$ cat src/core/hdm_pkg.sv
/*
  Shared constants for the host DMA handshake engine: register byte
  addresses, field positions, reset values, handshake timing and the
  engine state encoding.
  Assumes a 24-bit byte address from the register port and a 250 MHz clock.
*/
package hdm_pkg;

  // Register byte addresses as seen on the register port
  localparam logic [23:0] OFF_IRQ_MASK = 24'hFF_8403;
  localparam logic [23:0] OFF_ADDR_UPPER = 24'hFF_8404;
  localparam logic [23:0] OFF_CONTROL = 24'hFF_8405;
  localparam logic [23:0] OFF_COUNT_HIGH = 24'hFF_8406;
  localparam logic [23:0] OFF_COUNT_LOW = 24'hFF_8407;
  localparam logic [23:0] OFF_ADDR_MID = 24'hFF_8408;
  localparam logic [23:0] OFF_ADDR_LOW = 24'hFF_8409;
  localparam logic [23:0] OFF_DATA_WORD = 24'hFF_840A;
  localparam logic [23:0] OFF_DATA_LOW = 24'hFF_840B;
  localparam logic [23:0] OFF_LINE_CFG = 24'hFF_840C;
  localparam logic [23:0] OFF_STATUS = 24'hFF_840D;
  localparam logic [23:0] OFF_IRQ_CLEAR = 24'hFF_840E;

  // Interrupt source positions, shared by mask, status and clear; the active bit is status only
  localparam int IRQ_DONE_BIT = 0;
  localparam int IRQ_TX_WORD_BIT = 3;
  localparam int IRQ_RX_WORD_BIT = 6;
  localparam int STAT_ACTIVE_BIT = 7;

  // Control byte fields
  localparam int CTRL_TO_HOST_BIT = 0;
  localparam int CTRL_CYC_A_BIT = 1;
  localparam int CTRL_CYC_B_BIT = 2;
  localparam int CTRL_REQ_LOW_BIT = 3;
  localparam int CTRL_BUSY_LOW_BIT = 4;

  // Long-line configuration: enable bit and delay field width
  localparam int LINE_EN_BIT = 7;
  localparam int DLY_W = 7;

  // Values after reset
  localparam logic [7:0] IRQ_MASK_RST = 8'hFF;
  localparam logic [7:0] CTRL_RST = 8'h00;
  localparam logic [7:0] LINE_CFG_RST = 8'h00;

  // Handshake timing
  localparam int CLK_PERIOD_NS = 4;
  localparam int LL_MIN_NS = 70;
  localparam int LL_MAX_NS = 280;
  localparam logic [DLY_W-1:0] LL_MIN_CYC =
    DLY_W'((LL_MIN_NS + CLK_PERIOD_NS - 1) / CLK_PERIOD_NS);
  localparam logic [DLY_W-1:0] LL_MAX_CYC = DLY_W'(LL_MAX_NS / CLK_PERIOD_NS);
  localparam logic [DLY_W-1:0] SHORT_SETUP_CYC = 7'h01;

  // Engine states, one-hot
  typedef enum logic [5:0] {
    ST_IDLE = 6'b00_0001,
    ST_ARMED = 6'b00_0010,
    ST_SETUP = 6'b00_0100,
    ST_REQ = 6'b00_1000,
    ST_BUSY = 6'b01_0000,
    ST_SETTLE = 6'b10_0000
  } hdm_state_t;

endpackage

$ cat src/core/hdm_dma_engine.sv
/*
  Host DMA handshake engine: register file, word buffers, request/busy
  handshake toward the host DMA interface, and the interrupt.
  Assumes the register master keeps the one-cycle strobe protocol, and
  that every host pin is asynchronous to ref_clk_i.
*/
// Decided for this implementation: strobed register access.
`timescale 1ns/1ps
module hdm_dma_engine
  import hdm_pkg::*;
(
  input wire logic ref_clk_i,
  input wire logic resetn_i,
  input wire logic [23:0] reg_addr_i,
  input wire logic [15:0] reg_wdata_i,
  input wire logic reg_wr_i,
  input wire logic reg_rd_i,
  output logic [15:0] reg_rdata_o,
  output logic irq_o,
  input wire logic host_ready_n_i,
  input wire logic host_busy_i,
  input wire logic [15:0] host_data_i,
  output logic xfer_req_o,
  output logic [15:0] host_data_o,
  output logic host_cycle_type_bit_a_o,
  output logic host_cycle_type_bit_b_o,
  output logic transfer_stop_flag_o,
  output logic [22:0] dma_addr_o
);

  hdm_state_t state;
  logic [7:0] irq_mask;
  logic [7:0] dma_control;
  logic [7:0] line_cfg;
  logic [22:0] dma_addr;
  logic [15:0] xfer_count;
  logic [15:0] tx_buf;
  logic tx_full;
  logic [15:0] rx_buf;
  logic rx_full;
  logic [7:0] irq_status;
  logic [DLY_W-1:0] dly;
  logic busy_s1, busy_s2, busy_prev;
  logic ready_s1, ready_s2;
  logic [15:0] din_s1, din_s2;

  // Decoded strobes
  logic wr_upper, wr_ctrl, wr_cnt_hi, wr_cnt_lo, wr_mid, wr_low;
  logic wr_data_hi, wr_data_lo, wr_mask, wr_line, wr_clear;
  logic rd_status, rd_data;
  assign wr_upper = reg_wr_i && (reg_addr_i == OFF_ADDR_UPPER);
  assign wr_ctrl = reg_wr_i && (reg_addr_i == OFF_CONTROL);
  assign wr_cnt_hi = reg_wr_i && (reg_addr_i == OFF_COUNT_HIGH);
  assign wr_cnt_lo = reg_wr_i && (reg_addr_i == OFF_COUNT_LOW);
  assign wr_mid = reg_wr_i && (reg_addr_i == OFF_ADDR_MID);
  assign wr_low = reg_wr_i && (reg_addr_i == OFF_ADDR_LOW);
  assign wr_data_hi = reg_wr_i && (reg_addr_i == OFF_DATA_WORD);
  assign wr_data_lo = reg_wr_i && (reg_addr_i == OFF_DATA_LOW);
  assign wr_mask = reg_wr_i && (reg_addr_i == OFF_IRQ_MASK);
  assign wr_line = reg_wr_i && (reg_addr_i == OFF_LINE_CFG);
  assign wr_clear = reg_wr_i && (reg_addr_i == OFF_IRQ_CLEAR);
  assign rd_status = reg_rd_i && (reg_addr_i == OFF_STATUS);
  assign rd_data = reg_rd_i && (reg_addr_i == OFF_DATA_WORD);

  // Host-side levels with busy's configured polarity and ready's fixed active-low polarity folded out
  logic to_host, busy_act, busy_fell, ready_act, line_en;
  assign to_host = dma_control[CTRL_TO_HOST_BIT];
  assign busy_act = busy_s2 ^ dma_control[CTRL_BUSY_LOW_BIT];
  assign busy_fell = busy_prev && !busy_act;
  assign ready_act = !ready_s2;
  assign line_en = line_cfg[LINE_EN_BIT];

  // Long-line delay, clamped into the window the extender can realise
  logic [DLY_W-1:0] line_dly, setup_dly;
  always_comb begin
    line_dly = line_cfg[DLY_W-1:0];
    if (line_dly < LL_MIN_CYC) begin
      line_dly = LL_MIN_CYC;
    end else if (line_dly > LL_MAX_CYC) begin
      line_dly = LL_MAX_CYC;
    end
    setup_dly = line_en ? line_dly : SHORT_SETUP_CYC;
  end

  // Word-level conditions of the handshake
  logic buf_ok, word_done, next_zero;
  logic [15:0] next_count;
  assign buf_ok = to_host ? tx_full : !rx_full;
  assign next_count = xfer_count + 16'h0001;
  assign next_zero = (next_count == 16'h0000);
  assign word_done = ((state == ST_BUSY) && busy_fell && !line_en) ||
                     ((state == ST_SETTLE) && (dly == '0));

  // Two-flop synchronisers on every host pin; data shares busy's latency
  always_ff @(posedge ref_clk_i or negedge resetn_i) begin
    if (!resetn_i) begin
      busy_s1 <= 1'b0;
      busy_s2 <= 1'b0;
      ready_s1 <= 1'b1;
      ready_s2 <= 1'b1;
      din_s1 <= 16'h0000;
      din_s2 <= 16'h0000;
    end else begin
      busy_s1 <= host_busy_i;
      busy_s2 <= busy_s1;
      ready_s1 <= host_ready_n_i;
      ready_s2 <= ready_s1;
      din_s1 <= host_data_i;
      din_s2 <= din_s1;
    end
  end

  // Previous active busy level for trailing-edge detection
  always_ff @(posedge ref_clk_i or negedge resetn_i) begin
    if (!resetn_i) begin
      busy_prev <= 1'b0;
    end else begin
      busy_prev <= busy_act;
    end
  end

  // Handshake sequencer; the host never starts a cycle, only answers
  always_ff @(posedge ref_clk_i or negedge resetn_i) begin
    if (!resetn_i) begin
      state <= ST_IDLE;
      dly <= '0;
    end else begin
      unique case (state)
        ST_IDLE: begin
          if (wr_upper) begin
            state <= ST_ARMED;
          end
        end
        ST_ARMED: begin
          // Zero count means nothing to move; finish without a request
          if (ready_act) begin
            state <= (xfer_count == 16'h0000) ? ST_IDLE : ST_SETUP;
            dly <= setup_dly;
          end
        end
        ST_SETUP: begin
          // Hold off until a word is loaded (to host) or the receive buffer is free, and busy has gone idle
          if (!buf_ok || busy_act) begin
            dly <= setup_dly;
          end else if (dly > SHORT_SETUP_CYC) begin
            dly <= dly - SHORT_SETUP_CYC;
          end else begin
            state <= ST_REQ;
          end
        end
        ST_REQ: begin
          if (busy_act) begin
            state <= ST_BUSY;
          end
        end
        ST_BUSY: begin
          if (busy_fell) begin
            if (line_en) begin
              state <= ST_SETTLE;
              dly <= line_dly;
            end else begin
              state <= next_zero ? ST_IDLE : ST_SETUP;
              dly <= setup_dly;
            end
          end
        end
        ST_SETTLE: begin
          if (dly == '0) begin
            state <= next_zero ? ST_IDLE : ST_SETUP;
            dly <= setup_dly;
          end else begin
            dly <= dly - SHORT_SETUP_CYC;
          end
        end
      endcase
    end
  end

  // Software configuration registers
  always_ff @(posedge ref_clk_i or negedge resetn_i) begin
    if (!resetn_i) begin
      irq_mask <= IRQ_MASK_RST;
      dma_control <= CTRL_RST;
      line_cfg <= LINE_CFG_RST;
    end else begin
      if (wr_mask) begin
        irq_mask <= reg_wdata_i[7:0];
      end
      // Control changes are ignored mid-transfer so polarity cannot flip
      if (wr_ctrl && (state == ST_IDLE)) begin
        dma_control <= reg_wdata_i[7:0];
      end
      if (wr_line) begin
        line_cfg <= reg_wdata_i[7:0];
      end
    end
  end

  // Address and count: loaded by software, advanced once per word
  always_ff @(posedge ref_clk_i or negedge resetn_i) begin
    if (!resetn_i) begin
      dma_addr <= 23'h00_0000;
      xfer_count <= 16'h0000;
    end else if (word_done) begin
      dma_addr <= dma_addr + 23'h00_0001;
      xfer_count <= next_count;
    end else if (state == ST_IDLE) begin
      if (wr_upper) begin
        dma_addr[22:16] <= reg_wdata_i[6:0];
      end
      if (wr_mid) begin
        dma_addr[15:8] <= reg_wdata_i[7:0];
      end
      if (wr_low) begin
        dma_addr[7:0] <= reg_wdata_i[7:0];
      end
      if (wr_cnt_hi) begin
        xfer_count[15:8] <= reg_wdata_i[7:0];
      end
      if (wr_cnt_lo) begin
        xfer_count[7:0] <= reg_wdata_i[7:0];
      end
    end
  end

  // Outgoing word: high byte first, the low byte completes it
  always_ff @(posedge ref_clk_i or negedge resetn_i) begin
    if (!resetn_i) begin
      tx_buf <= 16'h0000;
      tx_full <= 1'b0;
    end else begin
      if (wr_data_hi) begin
        tx_buf[15:8] <= reg_wdata_i[7:0];
      end
      if (wr_data_lo) begin
        tx_buf[7:0] <= reg_wdata_i[7:0];
      end
      // A new low byte wins over the word just handed to the host
      if (wr_data_lo) begin
        tx_full <= 1'b1;
      end else if (word_done && to_host) begin
        tx_full <= 1'b0;
      end
    end
  end

  // Incoming word, held until software reads the data register
  always_ff @(posedge ref_clk_i or negedge resetn_i) begin
    if (!resetn_i) begin
      rx_buf <= 16'h0000;
      rx_full <= 1'b0;
    end else begin
      if (word_done && !to_host) begin
        rx_buf <= din_s2;
        rx_full <= 1'b1;
      end else if (rd_data) begin
        rx_full <= 1'b0;
      end
    end
  end

  // Sticky event bits; a set in the clearing cycle is kept
  logic [7:0] irq_set, irq_clr;
  always_comb begin
    irq_set = 8'h00;
    irq_set[IRQ_DONE_BIT] = word_done && next_zero;
    irq_set[IRQ_TX_WORD_BIT] = word_done && to_host;
    irq_set[IRQ_RX_WORD_BIT] = word_done && !to_host;
    irq_clr = wr_clear ? reg_wdata_i[7:0] : 8'h00;
    irq_clr[IRQ_DONE_BIT] = irq_clr[IRQ_DONE_BIT] || rd_status;
  end

  always_ff @(posedge ref_clk_i or negedge resetn_i) begin
    if (!resetn_i) begin
      irq_status <= 8'h00;
    end else begin
      irq_status <= (irq_status & ~irq_clr) | irq_set;
    end
  end

  // Interrupt: any source whose mask bit is clear
  always_ff @(posedge ref_clk_i or negedge resetn_i) begin
    if (!resetn_i) begin
      irq_o <= 1'b0;
    end else begin
      irq_o <= |(((irq_status & ~irq_clr) | irq_set) & ~irq_mask);
    end
  end

  // Host-facing outputs, all registered
  always_ff @(posedge ref_clk_i or negedge resetn_i) begin
    if (!resetn_i) begin
      xfer_req_o <= 1'b0;
      host_data_o <= 16'h0000;
      host_cycle_type_bit_a_o <= 1'b0;
      host_cycle_type_bit_b_o <= 1'b0;
      transfer_stop_flag_o <= 1'b0;
      dma_addr_o <= 23'h00_0000;
    end else begin
      // Request active only in its own state; idle level follows polarity
      xfer_req_o <= (state == ST_REQ) ^ dma_control[CTRL_REQ_LOW_BIT];
      // Data is refreshed every to-host setup cycle, the last time a cycle before request
      if ((state == ST_SETUP) && to_host) begin
        host_data_o <= tx_buf;
      end
      host_cycle_type_bit_a_o <= dma_control[CTRL_CYC_A_BIT];
      host_cycle_type_bit_b_o <= dma_control[CTRL_CYC_B_BIT];
      // Attention rises at the last word, or at once for a zero count, and falls at the next start
      if (word_done && next_zero) begin
        transfer_stop_flag_o <= 1'b1;
      end else if ((state == ST_ARMED) && ready_act &&
                   (xfer_count == 16'h0000)) begin
        transfer_stop_flag_o <= 1'b1;
      end else if (wr_upper && (state == ST_IDLE)) begin
        transfer_stop_flag_o <= 1'b0;
      end
      dma_addr_o <= dma_addr;
    end
  end

  // Read data, valid the cycle after the strobe; write-only reads zero
  always_ff @(posedge ref_clk_i or negedge resetn_i) begin
    if (!resetn_i) begin
      reg_rdata_o <= 16'h0000;
    end else if (reg_rd_i) begin
      if (reg_addr_i == OFF_IRQ_MASK) begin
        reg_rdata_o <= {8'h00, irq_mask};
      end else if (reg_addr_i == OFF_DATA_WORD) begin
        reg_rdata_o <= rx_buf;
      end else if (reg_addr_i == OFF_STATUS) begin
        reg_rdata_o <= {8'h00, (state != ST_IDLE), irq_status[6:0]};
      end else if (reg_addr_i == OFF_LINE_CFG) begin
        reg_rdata_o <= {8'h00, line_cfg};
      end else begin
        reg_rdata_o <= 16'h0000;
      end
    end else begin
      reg_rdata_o <= 16'h0000;
    end
  end

endmodule

$ cat config.mk
export PLATFORM = sky130hd
export DESIGN_NAME = hdm_dma_engine
export DESIGN_NICKNAME = d
export VERILOG_FILES = /design/src/core/hdm_pkg.sv /design/src/core/hdm_dma_engine.sv
export SDC_FILE = /design/constraint.sdc
export NUM_CORES = 1
export LEC_CHECK = 0
export ABC_AREA = 0
export BUFFER_PORTS_ARGS = -buffer_cell sky130_fd_sc_hd__buf_2
export CORE_MARGIN = 2
export CORE_UTILIZATION = 57
export CTS_CLUSTER_SIZE = 10
export DETAILED_ROUTE_END_ITERATION = 10
export GPL_TIMING_DRIVEN = 0
export PLACE_DENSITY = 0.79
export SYNTH_ARGS = -nofsm -noshare
export SYNTH_HDL_FRONTEND = slang
export SYNTH_SLANG_ARGS = --single-unit
$ cat constraint.sdc
create_clock -name ref_clk_i -period 3.3 [get_ports ref_clk_i]
set_input_delay 0.66 -clock ref_clk_i [delete_from_list [all_inputs] [get_ports ref_clk_i]]
set_output_delay 0.66 -clock ref_clk_i [all_outputs]
set_load 0.01 [all_outputs]
; ---- Yosys cells after proc, flatten, opt, wreduce, memory -nomap -nowiden
; Index checks and enable logic that the tools add are counted.
; Widths: inputs -> output; s select.
[word_totals]
reg_bits = 212
out_inout_bits = 60
[classes]
n_addsub = 3
n_lt_le_gt_ge = 3
n_eq_ne = 27
muxes = 44
bitwise_logic = 7
n_reduce_logical = 55
[op_table]
columns = op, n
row1 = $eq 24x24->1 const B, 12
row2 = $mux 16, 5
row3 = $mux 7, 10
row4 = $mux 8, 7
row5 = $mux 6, 8
row6 = $mux 23, 2
row7 = $pmux 6 s6, 1
row8 = $logic_not 16->1, 2
row9 = $pmux 7 s4, 1
row10 = $logic_and 1x1->1, 25
row11 = $add 23x1->23 const B, 1
row12 = $add 16x1->16 const B, 1
row13 = $and 8x8->8, 2
row14 = $not 8->8, 2
row15 = $reduce_bool 2->1, 8
row16 = $ne 2x2->1 const B, 6
row17 = $reduce_and 2->1, 5
row18 = $mux 1, 8
row19 = $or 8x7->8, 1
row20 = $reduce_or 8->1, 1
row21 = $gt 7x1->1 const B, 1
row22 = $gt 7x7->1 const B, 1
row23 = $logic_not 7->1, 1
row24 = $lt 7x5->1 const B, 1
row25 = other kinds (18), 27

; ---- Longest topological paths before layout
[logic_depth]
word_depth = 10
depth_mapped = 10

; ---- Least setup slack after synthesis
; No wires, ideal clock.
[synth_path]
path_type = input to register
startpoint = in reg_addr_i[14]
endpoint = reg tx_buf[10]
arrival_ns = 2.581
required_time_ns = 3.175
slack_ns = 0.594
cell_stages = 7
cell_sequence = nand4b_1 -> or3_1 -> nor4_1 -> and2_1 -> buf_2 -> nand2_1 -> mux2_2
[synth_between]
elab_chain_len = 2
[synth_rtl]
columns = item, line_no
row1 = from (decl), hdm_dma_engine.sv:14  ; input wire logic [23:0] reg_addr_i,
row2 = $eq 24x24->1, hdm_dma_engine.sv:57  ; assign wr_data_hi = reg_wr_i && (reg_addr_i == OFF_DATA_WORD);
row3 = $logic_and 1x1->1, hdm_dma_engine.sv:57
row4 = to (signal assigned), hdm_dma_engine.sv:233  ; tx_buf[15:8] <= reg_wdata_i[7:0];
row5 = to (decl), hdm_dma_engine.sv:37  ; logic [15:0] tx_buf;
; Every way passes these cells.
; A chain may end at the register's enable or synchronous reset.

; ---- Worst setup path after layout
[layout_path]
startpoint = in reg_addr_i[14]
endpoint = reg irq_mask[0]
[layout_between]
elab_chain_len = 2
[layout_rtl]
columns = item, line_no
row1 = $eq 24x24->1, hdm_dma_engine.sv:59  ; assign wr_mask = reg_wr_i && (reg_addr_i == OFF_IRQ_MASK);
row2 = $logic_and 1x1->1, hdm_dma_engine.sv:59
row3 = to (signal assigned), hdm_dma_engine.sv:187  ; irq_mask <= reg_wdata_i[7:0];
row4 = to (decl), hdm_dma_engine.sv:32  ; logic [7:0] irq_mask;
; Every way passes these cells.

==> results.md <==
* Status: finished, final reports clean
* Hold WC Path Type: in2async
* Combinational Power Share at 16.7%
* R2R Path End: irq_o$_DFF_PN0_
* Longest Clk Path Bufs at 3
* Switching Fraction at 27.9%
* Worst Setup EP: irq_mask[0]$_DFFE_PN1P_
* Num CTS Buffers at 25
* First-pass GRT wire length at 34700 um
* Hold buffers post-CTS at 0
* Netlist cell types at 64
* Buf/Inv on CP at 1
* DRC errors left at 0
* Port bufs at 111
* Max Freq at 0.317 GHz
* Ant diodes at 0
* Path depth of the worst reg2reg path at 7
* Clock group share of total power at 36.7%
* Syn_area_per_cell at 11.2 um2
* Latest clock arrival within the worst-skew pair at 0.51 ns
* Most frequent cells in the layout: 201 x dfrtp_1, 114 x buf_2, 69 x mux2_2
* Initial core utilization at 57.9%
* Sink Count at 212
* Critical path type: in2reg
* Skew final at 0.0149 ns
* WHS at 0.211 ns
* Seq cells post-synth at 212
* Hpwl dp at 14300 um
* WP depth at 7
* Launch point of the worst reg-to-reg path: state[1]$_DFFE_PN0P_
* Commonest non-fill, non-tap cell in the layout: dfrtp_1
* WP data arrival at 3.59 ns
* Critical path launch point: reg_addr_i[14]
* Post-synthesis sequential area ratio at 58.2%
* Worst-path cell chain: buf_2 -> nand4b_1 -> nor3_1 -> nand2_1 -> nor4_2 -> nand2_1 -> mux2_2
* Cell Area, Placed at 0.00999 mm2
* Worst setup SP type: input pin
* Initial antenna violation count at 0
* Number of global-route vias before repair at 6891
* Cell repeated most along the worst path: nand2_1
* Post-Place Setup Slack at -0.218 ns
* GR Overflow Total at 0
* Core Region at 0.0158 mm2
* Share of layout cells above drive strength 1 at 24.4%
* Cell family with most CP delay: simple AND/OR/NAND/NOR gates
* Fin area at 0.0107 mm2
* Flop2flop setup slack at 0.31 ns
* Power per cell area at 620 mW/mm2
* Worst vdd ir at 0.000489 V
* Post CTS Setup Buffer Count at 0
* Async SR Flop Fraction at 100%
* Largest net degree at the start of global routing at 112
* Post-synth EDFFs at 0
* CTS resizes at 0
* Worst Path Max Fanout at 9
* Total Routing Usage GR at 26.0%
* Io pins at 122
* Final WS setup at 0.143 ns
* Overall power at 6.65 mW
* Initial DRC count at 673
* Syn nets at 886
* Via-per-instance ratio at 6.04
* Tcrit/Tclk final at 95.7%
* Cell Int Power at 4.79 mW
* Final hold violations at 0
* Switching pwr at 1.86 mW
* Die H at 131 um
* Slew @ Worst Pin at 0.972 ns
* Clk Tree Root Cell: clkbuf_16
* Clock-pin slew on the worst setup and hold paths at 0.05 ns
* RSZ-0062 raised after global routing: false
* Max_cap viols at 0
* Setup violators final at 0
* Area Overhead vs Synth at 17.4%
* Worst setup EP type: flip-flop
* Fillers at 1232
* DRT antenna net count at 0
* Drt pass-1 iters at 6
* Post-Syn Area at 0.00913 mm2
* Final #Nets at 1025
* Total Wirelength at 21700 um
* Row count at 46
* Leak at 5.14 nW
* CP max stage delay at 0.85 ns
* Minimum clock period at 3.16 ns
* Final Max Slew Viols at 0
* Worst Path Required at 3.74 ns
* Die X at 131 um
* Syn Inst Count at 817
* Routed wire per std cell at 18.2 um
* Headroom to the max-slew limit at 34.6%
* Ys Warns at 0
* Die area at 0.0170 mm2
* Htree depth at 1
* Slowest-stage cell, CP: nor4_2
* TritonCTS clock tree: done
* Placer congestion estimate at 0.939
* Sequential share of power at 46.6%
* Main flop type after synthesis: dfrtp_1
* DR vias at 7186
## cells in the mapped netlist (3+ instances only)
| cell type | instances | area, um2 |
|---|---|---|
| dfrtp_1 | 201 | 5030 |
| mux2_2 | 69 | 777 |
| nand2_1 | 60 | 225 |
| a21oi_1 | 56 | 280 |
| nor2_1 | 45 | 169 |
| clkbuf_1 | 36 | 135 |
| o21ai_0 | 35 | 175 |
| inv_1 | 29 | 109 |
| nand3_1 | 26 | 130 |
| and3_1 | 23 | 144 |
| nor3_1 | 21 | 105 |
| a211oi_1 | 19 | 143 |
| nand4_1 | 14 | 87.6 |
| and2_1 | 12 | 75.1 |
| nor4_1 | 12 | 75.1 |
| dfstp_2 | 11 | 289 |
| o22ai_1 | 11 | 68.8 |
| a22oi_1 | 10 | 75.1 |
| nand2b_1 | 8 | 50.1 |
| o211ai_1 | 8 | 60.1 |
| a311oi_1 | 7 | 61.3 |
| ha_1 | 7 | 87.6 |
| a31oi_1 | 6 | 37.5 |
| and4_1 | 6 | 52.6 |
| nor2b_1 | 5 | 31.3 |
| o31ai_1 | 5 | 37.5 |
| a21boi_0 | 4 | 30.0 |
| buf_2 | 4 | 20.0 |
| or3_1 | 4 | 25.0 |
| or4_1 | 4 | 30.0 |
| xor2_1 | 4 | 35.0 |
| a211o_1 | 3 | 26.3 |
| a21o_1 | 3 | 22.5 |
| a22o_1 | 3 | 26.3 |
| a41o_1 | 3 | 30.0 |
| o32ai_1 | 3 | 26.3 |
| or2_2 | 3 | 18.8 |
| xnor2_1 | 3 | 26.3 |
## kinds of logic (layout without fill, tap and decap cells)
family          Yosys count  in the layout  synth area share [%]
xor+xnor                  7              7                 0.671
buf+inv                  72            229                  3.14
fa+ha+maj                 7              7                 0.959
simple gates            259            259                  14.9
mux                      71             71                  8.73
compound gates          189            189                  13.3
flops                   212            212                  58.2
## power groups by stage
stage	combinational [mW]	sequential, mW	clock [mW]
after global routing	1.25	3.14	2.60
final	1.11	3.10	2.44
after CTS	1.11	3.09	2.50
after floorplan	0.773	3.09	0
after detailed placement	1.10	3.13	0
after global placement	1.06	3.12	0
## worst register-to-register path, delay by kind of cell, from the launching register on
kind	cells	cell delay, ns
AO/OA/AOI/OAI	3	1.06
buffers and inverters	2	0.70
flip-flops	1	0.39
AND/OR/NAND/NOR	2	0.77
## registers in the layout (all words and copies together), names as in the netlist, 16 cells and up
| name | flops |
|---|---|
| reg_rdata_o | 16 |
| rx_buf | 16 |
| dma_addr | 23 |
| dma_addr_o | 23 |
| tx_buf | 16 |
| xfer_count | 16 |
| din_s2 | 16 |
| din_s1 | 16 |
| host_data_o | 16 |
## layer usage
metal / GRT usage (%) / part of all wire (%) / vias up
met4: 11.9 / 3.6 / 0
met2: 41.6 / 47 / 362
li1: - / - / 3258
met3: 4.11 / 7.1 / 53
met5: 0 / 0 / -
met1: 35.3 / 42 / 3513
## through the flow
stage | cells | setup TNS [ns] | utilization, %
2_1_floorplan | 817 | 0 | -
3_3_place_gp | 1144 | -372.79 | 63.1
3_5_place_dp | 1145 | -1.72 | 63.4
4_1_cts | 1190 | 0 | 68.0
5_1_grt | 1190 | 0 | 68.0
6_report | 1190 | 0 | 68.0
## cell type report
| type | count | area, um2 | share of cell area (%) |
|---|---|---|---|
| flip-flops and latches | 212 | 5320 | 49.6 |
| plain buffers | 43 | 178 | 1.66 |
| clock inverters | 2 | 13.8 | 0.128 |
| clock buffers | 43 | 713 | 6.65 |
| multi-input cells | 533 | 3530 | 32.9 |
| inverters | 29 | 109 | 1.02 |
| well taps | 216 | 270 | 2.52 |
| repair buffers | 112 | 593 | 5.53 |
## how the worst min path moves through the flow
stage / slack, ns / endpoint
6_report: 0.21 / dma_addr[0]$_DFFE_PN0P_
5_1_grt: 0.24 / ready_s1$_DFF_PN1_
4_1_cts: 0.23 / dma_addr_o[3]$_DFF_PN0_
3_5_place_dp: 0.33 / din_s2[2]$_DFF_PN0_
3_3_place_gp: 0.33 / din_s2[8]$_DFF_PN0_
2_1_floorplan: 0.33 / busy_s2$_DFF_PN0_
No activity file was read; power rests on OpenSTA's default activity.
